**src/rtl/ivu_defines.svh**
```systemverilog
// constants of the interrupt vectoring unit: offsets, fields, resets, counts
// assumes inclusion by bare name from the package and the top module
`ifndef IVU_DEFINES_SVH
`define IVU_DEFINES_SVH

`define IVU_OFS_STATUS      8'h00
`define IVU_OFS_FLAG_EN     8'h04
`define IVU_OFS_FLAGS       8'h08
`define IVU_OFS_LEVEL_EN    8'h0c
`define IVU_OFS_STACK_PTR   8'h10
`define IVU_OFS_INFO        8'h14

`define IVU_GIE_BIT         7
`define IVU_NUM_FLAG        8
`define IVU_NUM_LEVEL       4
`define IVU_NUM_SRC         12
`define IVU_PC_W            12

`define IVU_RST_STATUS      8'h00
`define IVU_RST_FLAG_EN     8'h00
`define IVU_RST_LEVEL_EN    4'h0
`define IVU_RST_STACK_PTR   16'h0000
`define IVU_RESET_VECTOR    12'h000

`define IVU_ENTRY_CYC       4
`define IVU_SLEEP_EXTRA_CYC 4
`define IVU_JUMP_CYC        3
`define IVU_RETURN_CYC      4
`define IVU_SP_STEP         16'h0002

`define IVU_RESP_OKAY       2'b00
`define IVU_RESP_SLVERR     2'b10

`endif

```
**src/rtl/ivu_pkg.sv**
```systemverilog
// types shared by the interrupt vectoring unit and its neighbours
// assumes ivu_defines.svh is on the include path
`include "ivu_defines.svh"

package ivu_pkg;

	typedef enum logic [1:0] {
		IVU_INSN_OTHER = 2'b00,
		IVU_INSN_SEI   = 2'b01,
		IVU_INSN_CLI   = 2'b10,
		IVU_INSN_RETURN_FROM_IRQ_INSTRUCTION  = 2'b11
	} ivu_insn_t;

	typedef enum logic [1:0] {
		IVU_ST_IDLE   = 2'b00,
		IVU_ST_ENTRY  = 2'b01,
		IVU_ST_JUMP   = 2'b10,
		IVU_ST_RETURN = 2'b11
	} ivu_state_t;

	// sequencer report: instruction completion and what it was
	typedef struct packed {
		logic                    boundary;
		ivu_insn_t               kind;
		logic                    sleeping;
		logic [`IVU_PC_W-1:0]    next_pc;
	} ivu_seq_t;

	typedef struct packed {
		logic                    valid;
		logic [`IVU_PC_W-1:0]    addr;
	} ivu_pcload_t;

	typedef struct packed {
		logic                    we;
		logic                    re;
		logic [15:0]             addr;
		logic [7:0]              wdata;
	} ivu_stk_t;

endpackage

```
**src/rtl/ivu_top.sv**
```systemverilog
// interrupt vectoring unit: gating, priority, entry, return, stack push/pop
// assumes one clock, a synchronous-read stack memory, same-clock sources
// Function
// - take source only if own and global enable
// - lowest vector wins, reset highest
// - accepting an interrupt clears global enable
// - global enable set in handler allows nesting
// - return instruction sets global enable
// - flag source vectors and flag cleared by hardware
// - writing one clears a flag, zero keeps
// - disabled flag source stays latched until enabled
// - pending flags served by priority once enabled
// - level sources request only while present
// - one main instruction after return before service
// - disable instruction blocks even simultaneous interrupts
// - instruction after enable runs before interrupt
// - entry takes four cycles, pushing the counter
// - vector jump takes three cycles
// - multi-cycle instruction finishes before entry
// - sleep wake adds four entry cycles
// - return four cycles, pop two bytes
// - global enable sits at status bit 7
// - entry push lowers stack pointer by two
`timescale 1ns/1ps
`include "ivu_defines.svh"

module ivu_top
	import ivu_pkg::*;
(
	input  wire logic                       CLOCK,
	input  wire logic                       RSTN,
	input  wire logic [7:0]                 S_AXI_AWADDR,
	input  wire logic                       S_AXI_AWVALID,
	output wire logic                       S_AXI_AWREADY,
	input  wire logic [31:0]                S_AXI_WDATA,
	input  wire logic [3:0]                 S_AXI_WSTRB,
	input  wire logic                       S_AXI_WVALID,
	output wire logic                       S_AXI_WREADY,
	output      logic [1:0]                 S_AXI_BRESP,
	output      logic                       S_AXI_BVALID,
	input  wire logic                       S_AXI_BREADY,
	input  wire logic [7:0]                 S_AXI_ARADDR,
	input  wire logic                       S_AXI_ARVALID,
	output wire logic                       S_AXI_ARREADY,
	output      logic [31:0]                S_AXI_RDATA,
	output      logic [1:0]                 S_AXI_RRESP,
	output      logic                       S_AXI_RVALID,
	input  wire logic                       S_AXI_RREADY,
	input  wire logic [`IVU_NUM_FLAG-1:0]   EVT_FLAG,
	input  wire logic [`IVU_NUM_LEVEL-1:0]  EVT_LEVEL,
	input  wire ivu_seq_t                   SEQ,
	output      ivu_pcload_t                PC_LOAD,
	output      ivu_stk_t                   STACK,
	input  wire logic [7:0]                 STACK_RDATA,
	output wire logic                       CORE_HOLD,
	output      logic                       IRQ_TAKEN
);

	logic [7:0]                  status;
	logic [`IVU_NUM_FLAG-1:0]    flag_en;
	logic [`IVU_NUM_FLAG-1:0]    flags;
	logic [`IVU_NUM_LEVEL-1:0]   level_en;
	logic [15:0]                 sp;
	ivu_state_t                  state;
	logic [2:0]                  cnt;
	logic [2:0]                  entry_last;
	logic [3:0]                  vec_idx;
	logic [`IVU_PC_W-1:0]        ret_pc;
	logic [7:0]                  pop_hi;
	logic                        block;
	logic                        aw_held;
	logic                        w_held;
	logic [7:0]                  aw_addr;
	logic [31:0]                 w_data;
	logic [3:0]                  w_strb;

	// bus decode
	wire        wr_fire  = aw_held && w_held && !S_AXI_BVALID;
	wire        rd_fire  = S_AXI_ARVALID && S_AXI_ARREADY;
	wire [31:0] wmask    = {{8{w_strb[3]}}, {8{w_strb[2]}},
	                        {8{w_strb[1]}}, {8{w_strb[0]}}};
	wire        wr_stat  = wr_fire && aw_addr == `IVU_OFS_STATUS;
	wire        wr_fen   = wr_fire && aw_addr == `IVU_OFS_FLAG_EN;
	wire        wr_flag  = wr_fire && aw_addr == `IVU_OFS_FLAGS;
	wire        wr_len   = wr_fire && aw_addr == `IVU_OFS_LEVEL_EN;
	wire        wr_sp    = wr_fire && aw_addr == `IVU_OFS_STACK_PTR;
	wire        wr_info  = wr_fire && aw_addr == `IVU_OFS_INFO;
	wire        wr_map   = wr_stat | wr_fen | wr_flag | wr_len | wr_sp |
	                       wr_info;
	wire [31:0] wr_stat_v = ({24'h000000, status} & ~wmask) |
	                        (w_data & wmask);
	wire [31:0] wr_fen_v  = ({24'h000000, flag_en} & ~wmask) |
	                        (w_data & wmask);
	wire [31:0] wr_len_v  = ({28'h0000000, level_en} & ~wmask) |
	                        (w_data & wmask);
	wire [31:0] wr_sp_v   = ({16'h0000, sp} & ~wmask) | (w_data & wmask);
	wire [7:0]  sw_clr    = wr_flag ? (w_data[7:0] & wmask[7:0]) : 8'h00;

	assign S_AXI_AWREADY = !aw_held && !S_AXI_BVALID;
	assign S_AXI_WREADY  = !w_held && !S_AXI_BVALID;
	assign S_AXI_ARREADY = !S_AXI_RVALID;

	wire [7:0]  rd_a = S_AXI_ARADDR;
	wire        rd_map = rd_a == `IVU_OFS_STATUS || rd_a == `IVU_OFS_FLAG_EN ||
	                     rd_a == `IVU_OFS_FLAGS || rd_a == `IVU_OFS_LEVEL_EN ||
	                     rd_a == `IVU_OFS_STACK_PTR || rd_a == `IVU_OFS_INFO;
	wire [31:0] info_v = {22'h000000, block, state, vec_idx, cnt};
	wire [31:0] rd_v =
		(rd_a == `IVU_OFS_STATUS)    ? {24'h000000, status}   :
		(rd_a == `IVU_OFS_FLAG_EN)   ? {24'h000000, flag_en}  :
		(rd_a == `IVU_OFS_FLAGS)     ? {24'h000000, flags}    :
		(rd_a == `IVU_OFS_LEVEL_EN)  ? {28'h0000000, level_en} :
		(rd_a == `IVU_OFS_STACK_PTR) ? {16'h0000, sp}         :
		(rd_a == `IVU_OFS_INFO)      ? info_v                 : 32'h00000000;

	// requests and priority
	function automatic logic [3:0] ivu_first(input logic [11:0] r);
		logic [3:0] idx;
		idx = 4'h0;
		for (int i = `IVU_NUM_SRC - 1; i >= 0; i--) begin
			if (r[i]) begin
				idx = 4'(i);
			end
		end
		return idx;
	endfunction

	wire        gie      = status[`IVU_GIE_BIT];
	wire [11:0] req      = {EVT_LEVEL & level_en, flags & flag_en};
	wire [3:0]  sel_idx  = ivu_first(req);
	wire [11:0] sel_hot  = 12'h001 << sel_idx;
	wire        is_cli   = SEQ.boundary && SEQ.kind == IVU_INSN_CLI;
	wire        is_sei   = SEQ.boundary && SEQ.kind == IVU_INSN_SEI;
	wire        is_return_from_irq_instruction  = SEQ.boundary && SEQ.kind == IVU_INSN_RETURN_FROM_IRQ_INSTRUCTION;
	wire        gie_eff  = gie && !is_cli;
	wire        block_now = block && !SEQ.boundary;
	// entry only where an instruction has fully completed, or in sleep
	wire        at_point = (SEQ.boundary || SEQ.sleeping) && !is_return_from_irq_instruction;
	wire        take     = state == IVU_ST_IDLE && at_point && gie_eff &&
	                       !block_now && |req;
	wire        ret_go   = state == IVU_ST_IDLE && is_return_from_irq_instruction;
	wire        ret_done = state == IVU_ST_RETURN &&
	                       cnt == 3'(`IVU_RETURN_CYC - 1);
	wire [7:0]  hw_clr   = take ? sel_hot[7:0] : 8'h00;
	wire [7:0]  hw_clr_noevt = hw_clr & ~EVT_FLAG;
	wire        ent_push = state == IVU_ST_ENTRY &&
	                       cnt == 3'(`IVU_ENTRY_CYC - 3);

	assign CORE_HOLD = state != IVU_ST_IDLE;

	// status byte: hardware effects applied after software write
	wire [7:0] stat_sw = wr_stat ? wr_stat_v[7:0] : status;
	logic [7:0] next_status;
	always_comb begin
		next_status = stat_sw;
		if (take || is_cli) begin
			next_status[`IVU_GIE_BIT] = 1'b0;
		end else if (is_sei || ret_done) begin
			next_status[`IVU_GIE_BIT] = 1'b1;
		end
	end

	// set wins over both clears
	wire [7:0] next_flags = (flags & ~sw_clr & ~hw_clr) | EVT_FLAG;

	logic [15:0] next_sp;
	always_comb begin
		next_sp = wr_sp ? wr_sp_v[15:0] : sp;
		if (ent_push) begin
			next_sp = sp - `IVU_SP_STEP;
		end else if (ret_done) begin
			next_sp = sp + `IVU_SP_STEP;
		end
	end

	always_ff @(posedge CLOCK or negedge RSTN) begin
		if (!RSTN) begin
			status   <= `IVU_RST_STATUS;
			flag_en  <= `IVU_RST_FLAG_EN;
			flags    <= 8'h00;
			level_en <= `IVU_RST_LEVEL_EN;
			sp       <= `IVU_RST_STACK_PTR;
		end else begin
			status   <= next_status;
			flag_en  <= wr_fen ? wr_fen_v[7:0] : flag_en;
			flags    <= next_flags;
			level_en <= wr_len ? wr_len_v[3:0] : level_en;
			sp       <= next_sp;
		end
	end

	// sequence state
	logic [2:0] next_cnt;
	ivu_state_t next_state;
	always_comb begin
		next_state = state;
		next_cnt   = cnt + 3'h1;
		case (state)
			IVU_ST_IDLE: begin
				next_cnt = 3'h0;
				if (take) begin
					next_state = IVU_ST_ENTRY;
				end else if (ret_go) begin
					next_state = IVU_ST_RETURN;
				end
			end
			IVU_ST_ENTRY: begin
				if (cnt == entry_last) begin
					next_state = IVU_ST_JUMP;
					next_cnt   = 3'h0;
				end
			end
			IVU_ST_JUMP: begin
				if (cnt == 3'(`IVU_JUMP_CYC - 1)) begin
					next_state = IVU_ST_IDLE;
				end
			end
			IVU_ST_RETURN: begin
				if (ret_done) begin
					next_state = IVU_ST_IDLE;
				end
			end
			default: begin
				next_state = IVU_ST_IDLE;
			end
		endcase
	end

	always_ff @(posedge CLOCK or negedge RSTN) begin
		if (!RSTN) begin
			state <= IVU_ST_IDLE;
			cnt   <= 3'h0;
		end else begin
			state <= next_state;
			cnt   <= next_cnt;
		end
	end

	always_ff @(posedge CLOCK or negedge RSTN) begin
		if (!RSTN) begin
			entry_last <= 3'h0;
			vec_idx    <= 4'h0;
			ret_pc     <= 12'h000;
		end else if (take) begin
			entry_last <= SEQ.sleeping ?
			              3'(`IVU_ENTRY_CYC + `IVU_SLEEP_EXTRA_CYC - 1) :
			              3'(`IVU_ENTRY_CYC - 1);
			vec_idx    <= sel_idx;
			ret_pc     <= SEQ.next_pc;
		end
	end

	// one instruction must complete after enable or return
	always_ff @(posedge CLOCK or negedge RSTN) begin
		if (!RSTN) begin
			block <= 1'b0;
		end else if (is_sei || ret_done) begin
			block <= 1'b1;
		end else if (SEQ.boundary) begin
			block <= 1'b0;
		end
	end

	// stack port, reset vector load and vector load
	wire entry_lo  = state == IVU_ST_ENTRY && cnt == 3'h0;
	wire entry_hi  = state == IVU_ST_ENTRY && cnt == 3'h1;
	wire entry_end = state == IVU_ST_ENTRY && cnt == entry_last;
	wire pop_a     = state == IVU_ST_RETURN && cnt == 3'h0;
	wire pop_b     = state == IVU_ST_RETURN && cnt == 3'h1;
	wire pop_c     = state == IVU_ST_RETURN && cnt == 3'h2;

	always_ff @(posedge CLOCK or negedge RSTN) begin
		if (!RSTN) begin
			STACK     <= '0;
			pop_hi    <= 8'h00;
			PC_LOAD   <= '{valid: 1'b1, addr: `IVU_RESET_VECTOR};
			IRQ_TAKEN <= 1'b0;
		end else begin
			STACK.we    <= entry_lo || entry_hi;
			STACK.re    <= pop_a || pop_b;
			STACK.addr  <= entry_hi ? sp - 16'h0001 :
			               pop_a    ? sp + 16'h0001 :
			               pop_b    ? sp + `IVU_SP_STEP : sp;
			STACK.wdata <= entry_hi ? {4'h0, ret_pc[11:8]} : ret_pc[7:0];
			if (pop_c) begin
				pop_hi <= STACK_RDATA;
			end
			PC_LOAD.valid <= entry_end || ret_done;
			PC_LOAD.addr  <= ret_done ? {pop_hi[3:0], STACK_RDATA} :
			                 12'(vec_idx) + 12'h001;
			IRQ_TAKEN     <= take;
		end
	end

	// bus slave
	always_ff @(posedge CLOCK or negedge RSTN) begin
		if (!RSTN) begin
			aw_held <= 1'b0;
			w_held  <= 1'b0;
			aw_addr <= 8'h00;
			w_data  <= 32'h00000000;
			w_strb  <= 4'h0;
		end else begin
			if (S_AXI_AWVALID && S_AXI_AWREADY) begin
				aw_held <= 1'b1;
				aw_addr <= {S_AXI_AWADDR[7:2], 2'b00};
			end else if (wr_fire) begin
				aw_held <= 1'b0;
			end
			if (S_AXI_WVALID && S_AXI_WREADY) begin
				w_held <= 1'b1;
				w_data <= S_AXI_WDATA;
				w_strb <= S_AXI_WSTRB;
			end else if (wr_fire) begin
				w_held <= 1'b0;
			end
		end
	end

	always_ff @(posedge CLOCK or negedge RSTN) begin
		if (!RSTN) begin
			S_AXI_BVALID <= 1'b0;
			S_AXI_BRESP  <= `IVU_RESP_OKAY;
			S_AXI_RVALID <= 1'b0;
			S_AXI_RRESP  <= `IVU_RESP_OKAY;
			S_AXI_RDATA  <= 32'h00000000;
		end else begin
			if (wr_fire) begin
				S_AXI_BVALID <= 1'b1;
				S_AXI_BRESP  <= wr_map ? `IVU_RESP_OKAY : `IVU_RESP_SLVERR;
			end else if (S_AXI_BREADY) begin
				S_AXI_BVALID <= 1'b0;
			end
			if (rd_fire) begin
				S_AXI_RVALID <= 1'b1;
				S_AXI_RDATA  <= rd_v;
				S_AXI_RRESP  <= rd_map ? `IVU_RESP_OKAY : `IVU_RESP_SLVERR;
			end else if (S_AXI_RREADY) begin
				S_AXI_RVALID <= 1'b0;
			end
		end
	end

	// checks
	property p_gate;
		@(posedge CLOCK) disable iff (!RSTN)
		take |-> gie && !is_cli && (req & sel_hot) != 12'h000;
	endproperty
	a_gate: assert property (p_gate) else $error("take without enable");

	property p_prio;
		@(posedge CLOCK) disable iff (!RSTN)
		take |-> (req & (sel_hot - 12'h001)) == 12'h000;
	endproperty
	a_prio: assert property (p_prio) else $error("lower vector skipped");

	property p_gie_clr;
		@(posedge CLOCK) disable iff (!RSTN)
		take ##1 !wr_stat |-> !gie;
	endproperty
	a_gie_clr: assert property (p_gie_clr) else $error("enable kept");

	property p_return_from_irq_instruction;
		@(posedge CLOCK) disable iff (!RSTN)
		ret_go |-> (state == IVU_ST_IDLE) ##1
		           (state == IVU_ST_RETURN)[*4] ##1 (gie && PC_LOAD.valid &&
		           sp == $past(sp, 5) + `IVU_SP_STEP);
	endproperty
	a_return_from_irq_instruction: assert property (p_return_from_irq_instruction) else $error("bad return");

	property p_flag_clr;
		@(posedge CLOCK) disable iff (!RSTN)
		(|hw_clr_noevt) |=> (flags & $past(hw_clr_noevt)) == 8'h00;
	endproperty
	a_flag_clr: assert property (p_flag_clr) else $error("flag kept");

	property p_set_wins;
		@(posedge CLOCK) disable iff (!RSTN)
		(|EVT_FLAG) |=> (flags & $past(EVT_FLAG)) == $past(EVT_FLAG);
	endproperty
	a_set_wins: assert property (p_set_wins) else $error("event lost");

	property p_cli;
		@(posedge CLOCK) disable iff (!RSTN)
		is_cli |-> !take ##1 !gie;
	endproperty
	a_cli: assert property (p_cli) else $error("taken after disable");

	property p_after_en;
		@(posedge CLOCK) disable iff (!RSTN)
		(is_sei || ret_done) ##1 (!SEQ.boundary)[*1] |-> !take;
	endproperty
	a_after_en: assert property (p_after_en) else $error("too early");

	property p_entry;
		@(posedge CLOCK) disable iff (!RSTN)
		take && !SEQ.sleeping |=> (state == IVU_ST_ENTRY)[*4] ##1
		                          (state == IVU_ST_JUMP && PC_LOAD.valid);
	endproperty
	a_entry: assert property (p_entry) else $error("entry length");

	property p_jump;
		@(posedge CLOCK) disable iff (!RSTN)
		$rose(state == IVU_ST_JUMP) |-> (state == IVU_ST_JUMP)[*3] ##1
		                               (state == IVU_ST_IDLE);
	endproperty
	a_jump: assert property (p_jump) else $error("jump length");

	property p_sleep;
		@(posedge CLOCK) disable iff (!RSTN)
		take && SEQ.sleeping |=> (state == IVU_ST_ENTRY)[*8] ##1
		                         (state == IVU_ST_JUMP);
	endproperty
	a_sleep: assert property (p_sleep) else $error("wake length");

	property p_push;
		@(posedge CLOCK) disable iff (!RSTN)
		take && !wr_sp ##1 !wr_sp ##1 !wr_sp |=>
		sp == $past(sp, 3) - `IVU_SP_STEP;
	endproperty
	a_push: assert property (p_push) else $error("push step");

	c_take: cover property (@(posedge CLOCK) disable iff (!RSTN) take);
	c_wake: cover property (@(posedge CLOCK) disable iff (!RSTN)
	                        take && SEQ.sleeping);
	c_ret:  cover property (@(posedge CLOCK) disable iff (!RSTN) ret_done);
	c_nest: cover property (@(posedge CLOCK) disable iff (!RSTN)
	                        take && block == 1'b0 && sp != 16'h0000);

endmodule

```
**config.mk**
```make
export PLATFORM = sky130hd
export DESIGN_NAME = ivu_top
export DESIGN_NICKNAME = d
export VERILOG_FILES = /design/src/rtl/ivu_pkg.sv /design/src/rtl/ivu_top.sv
export VERILOG_INCLUDE_DIRS = /design/src /design/src/rtl
export SDC_FILE = /design/constraint.sdc
export NUM_CORES = 1
export LEC_CHECK = 0
export BUFFER_PORTS_ARGS = -buffer_cell sky130_fd_sc_hd__buf_4
export CAP_MARGIN = 0
export CORE_MARGIN = 2
export CORE_UTILIZATION = 60
export DETAILED_ROUTE_END_ITERATION = 6
export HOLD_SLACK_MARGIN = 0.1
export PLACE_DENSITY = 0.95
export SETUP_SLACK_MARGIN = 0.2
export SYNTH_ARGS = -nofsm -noshare
export SYNTH_HDL_FRONTEND = slang
export SYNTH_SLANG_ARGS = --single-unit
```
**constraint.sdc**
```tcl
create_clock -name CLOCK -period 5.2 [get_ports CLOCK]
set_clock_uncertainty 0.1 [all_clocks]
set_input_delay 0.26 -clock CLOCK [delete_from_list [all_inputs] [get_ports CLOCK]]
set_output_delay 0.26 -clock CLOCK [all_outputs]
set_load 0.01 [all_outputs]
```
==> results.sh <==
export IMPL_mostFrequentLayoutCells="dfrtp_1 (157), buf_4 (141), nand2_1 (103), mux2_2 (60), dlygate4sd3_1 (60)"
export IMPL_grt_max_degree=110
export IMPL_relSlewSlack_pct=24.6
export IMPL_grt_pass1_wl_um=39700
export IMPL_pwr_share_clk_pct=22.8
export IMPL_clk_latency_ps=430
export IMPL_die_w_um=122
export IMPL_dp_slack_ps=2190
export IMPL_cts_clk_slew_worst_paths_ps=60
export IMPL_crit_type="reg2reg"
export IMPL_fin_ws_ps=2030
export IMPL_synth_cell_types=72
export IMPL_irDropWorstVdd_mv=0.417
export IMPL_period_share_pct=60.9
export IMPL_syn_inst=846
export IMPL_grt_overflow=0
export IMPL_ys_ff_latch=158
export IMPL_r2r_cells=7
export IMPL_crit_path_start_kind="flip-flop"
export IMPL_synth_area_um2=8360
export IMPL_p_leak_nw=4.74
export IMPL_regArea_um2=3960
export IMPL_rsz0062_at_grt="no"
export IMPL_synth_fa_ha_area_share_pct=1.65
export IMPL_critical_path_required_ps=5390
export IMPL_syn2layout_area_growth_pct=26.3
export IMPL_final_core_util_pct=76.7
export IMPL_gr_usage_all_layers_pct=34.9
export IMPL_routed_via_density=6.47
export IMPL_synth_top_family_by_area="simple AND/OR/NAND/NOR gates"
export IMPL_diodes=0
export IMPL_cts_buffer_depth=2
export IMPL_hold_viol_final=0
export IMPL_drc=1
export IMPL_root_buffer="clkbuf_16"
export IMPL_routed_wirelength_um=25100
export IMPL_syn_area_per_cell_um2=9.89
export IMPL_dr_pass1_iters=7
export IMPL_tns_ps=0
export IMPL_synth_edff_count=0
export IMPL_wl_per_cell_um=20.7
export IMPL_r2r_start="cnt[0]"
export IMPL_port_buffers=138
export IMPL_fmax_ghz=0.316
export IMPL_hp_start="SEQ[13]"
export IMPL_slew_viol_final=0
export IMPL_die_h_um=122
export IMPL_initial_core_util_pct=60.7
export IMPL_holdPathEnd="status[7]"
export IMPL_crit_arrival_ps=3360
export IMPL_end_kind="flip-flop"
export IMPL_ant_nets=0
export IMPL_powerDensity_nw_per_um2=495
export IMPL_outcome="complete, but fails checks"
export IMPL_min_path_cells=4
export IMPL_place_congestion=0.985
export IMPL_htreeDepth=4
export IMPL_min_period_ps=3170
export IMPL_first_iter_violations=1079
export IMPL_violations="DRC"
export IMPL_multi_input_area_um2=4090
export IMPL_drive_gt1_share_pct=25.4
export IMPL_synth_compound_area_share_pct=16.6
export IMPL_fp_row_count=43
export IMPL_p_comb_share_pct=35.4
export IMPL_synth_simple_area_share_pct=17.4
export IMPL_via_count=7822
export IMPL_ys_seq_area_share_pct=47.3
export IMPL_netSwitchingFraction_pct=39.0
export IMPL_die_area_um2=14900
export IMPL_antenna_found_initial=0
export IMPL_core_um2=13800
export IMPL_cts_tree="built"
export IMPL_finalNetCount=1122
export IMPL_grt_pass1_vias=7620
export IMPL_worstMarginPinSlew_ps=1130
export IMPL_postSynth_asyncResetShare_pct=100
export IMPL_totalPowerFinal_mw=5.23
export IMPL_synth_xor_area_share_pct=2.09
export IMPL_cp_max_fo=19
export IMPL_seqPwrFrac_pct=41.8
export IMPL_io_pins=177
export IMPL_ctsResizeCount=0
export IMPL_whs_ps=185
export IMPL_ys_flop_type="dfrtp_1"
export IMPL_cts_sinks=158
export IMPL_ys_warn_count=0
export IMPL_reg2reg_slack_ps=2030
export IMPL_p_sw_mw=2.04
export IMPL_p_int_mw=3.19
export IMPL_cts_made_buffers=17
export IMPL_setup_violations=0
export IMPL_drv_cap=0
export IMPL_hold_class="in2reg"
export IMPL_synthMuxAreaShare_pct=10.2
export IMPL_hpwl_um=15900
export IMPL_layout_commonest_cell="dfrtp_1"
export IMPL_fill_cells=882
[cell usage after synthesis, drive strengths merged, types with 7 or more instances]
library cell,count,area share [%]
inv,17,0.76
mux2,60,8.1
a31o,7,0.73
nand4,7,0.52
nor4,12,0.97
nand3,28,1.7
o21ai,56,3.4
a21oi,41,2.5
nor2b,10,0.75
o31ai,9,0.81
mux2i,11,1.3
and2,17,1.3
o21a,8,0.72
o211ai,9,0.81
nor2,51,2.3
nand2,103,4.6
buf,32,2.4
xnor2,15,1.6
nor3,12,0.72
a21o,10,0.90
a31oi,10,0.75
ha,11,1.6
a22oi,17,1.5
dfrtp,157,47
clkbuf,36,1.6
[power by group through the flow]
stage / Clock (mW) / Combinational [mW] / Sequential [mW]
floorplan: 0 / 1.30 / 1.93
CTS: 1.19 / 1.79 / 2.15
global route: 1.25 / 2.00 / 2.23
finish: 1.19 / 1.85 / 2.19
detailed placement: 0 / 1.73 / 2.16
global placement: 0 / 1.66 / 2.13
[cell type report]
class | instances | area share [%]
multi-input combinational | 620 | 38.7
sequential | 158 | 37.4
timing repair buffer | 202 | 15.8
clock buffer | 21 | 4.26
tap | 180 | 2.13
clock inverter | 11 | 1.05
inverter | 17 | 0.604
[worst max path at each step]
| stage | startpoint | endpoint | slack [ps] | depth (start not counted) |
|---|---|---|---|---|
| floorplan | flip-flop | flip-flop | 2740 | 8 |
| global placement | cnt[0] | flip-flop | 2260 | 6 |
| detailed placement | cnt[0] | flip-flop | 2190 | 6 |
| CTS | cnt[0] | flip-flop | 2120 | 7 |
| global route | cnt[1] | flip-flop | 1860 | 6 |
| finish | cnt[0] | flip-flop | 2030 | 7 |
[what timing repair did]
action | CTS | global route
hold buffers | 60 | 0
setup buffers | 0 | 0
hold endpoints to repair | 170 | 0
[metal layers]
metal / wire (µm) / track usage [%] / part of all wire [%] / vias to the layer above
li1: - / - / - / 3357
met1: 9120 / 43.3 / 36 / 3759
met2: 12100 / 57.6 / 48 / 584
met3: 2740 / 8.71 / 11 / 122
met4: 1070 / 16.0 / 4.2 / 0
met5: 0 / 0 / 0 / -
[worst max-delay path, cell delays in order, from the launching register on]
cell and delay (ps):
dfrtp_1 480, ha_1 270, ha_1 230, and3_1 440, nor2_1 740, nand2_1 390, o211ai_1 230, nand3_1 140
[logic make-up after synthesis]
family / after synthesis
muxes: 74
xor gates and xnor gates: 20
buffers and inverters: 85
other: 1
DFF: 158
adders and majority gates: 11
and+or+nand+nor: 287
AOI/OAI and AO/OA: 210
[stage by stage]
| step | cells | area [µm²] |
|---|---|---|
| after floorplan | 863 | 8430 |
| after global placement | 1117 | 9400 |
| after global routing | 1209 | 10600 |
| after detailed placement | 1117 | 9400 |
| after CTS | 1209 | 10600 |
| final | 1209 | 10600 |
No activity file was read; power rests on OpenSTA's default activity.
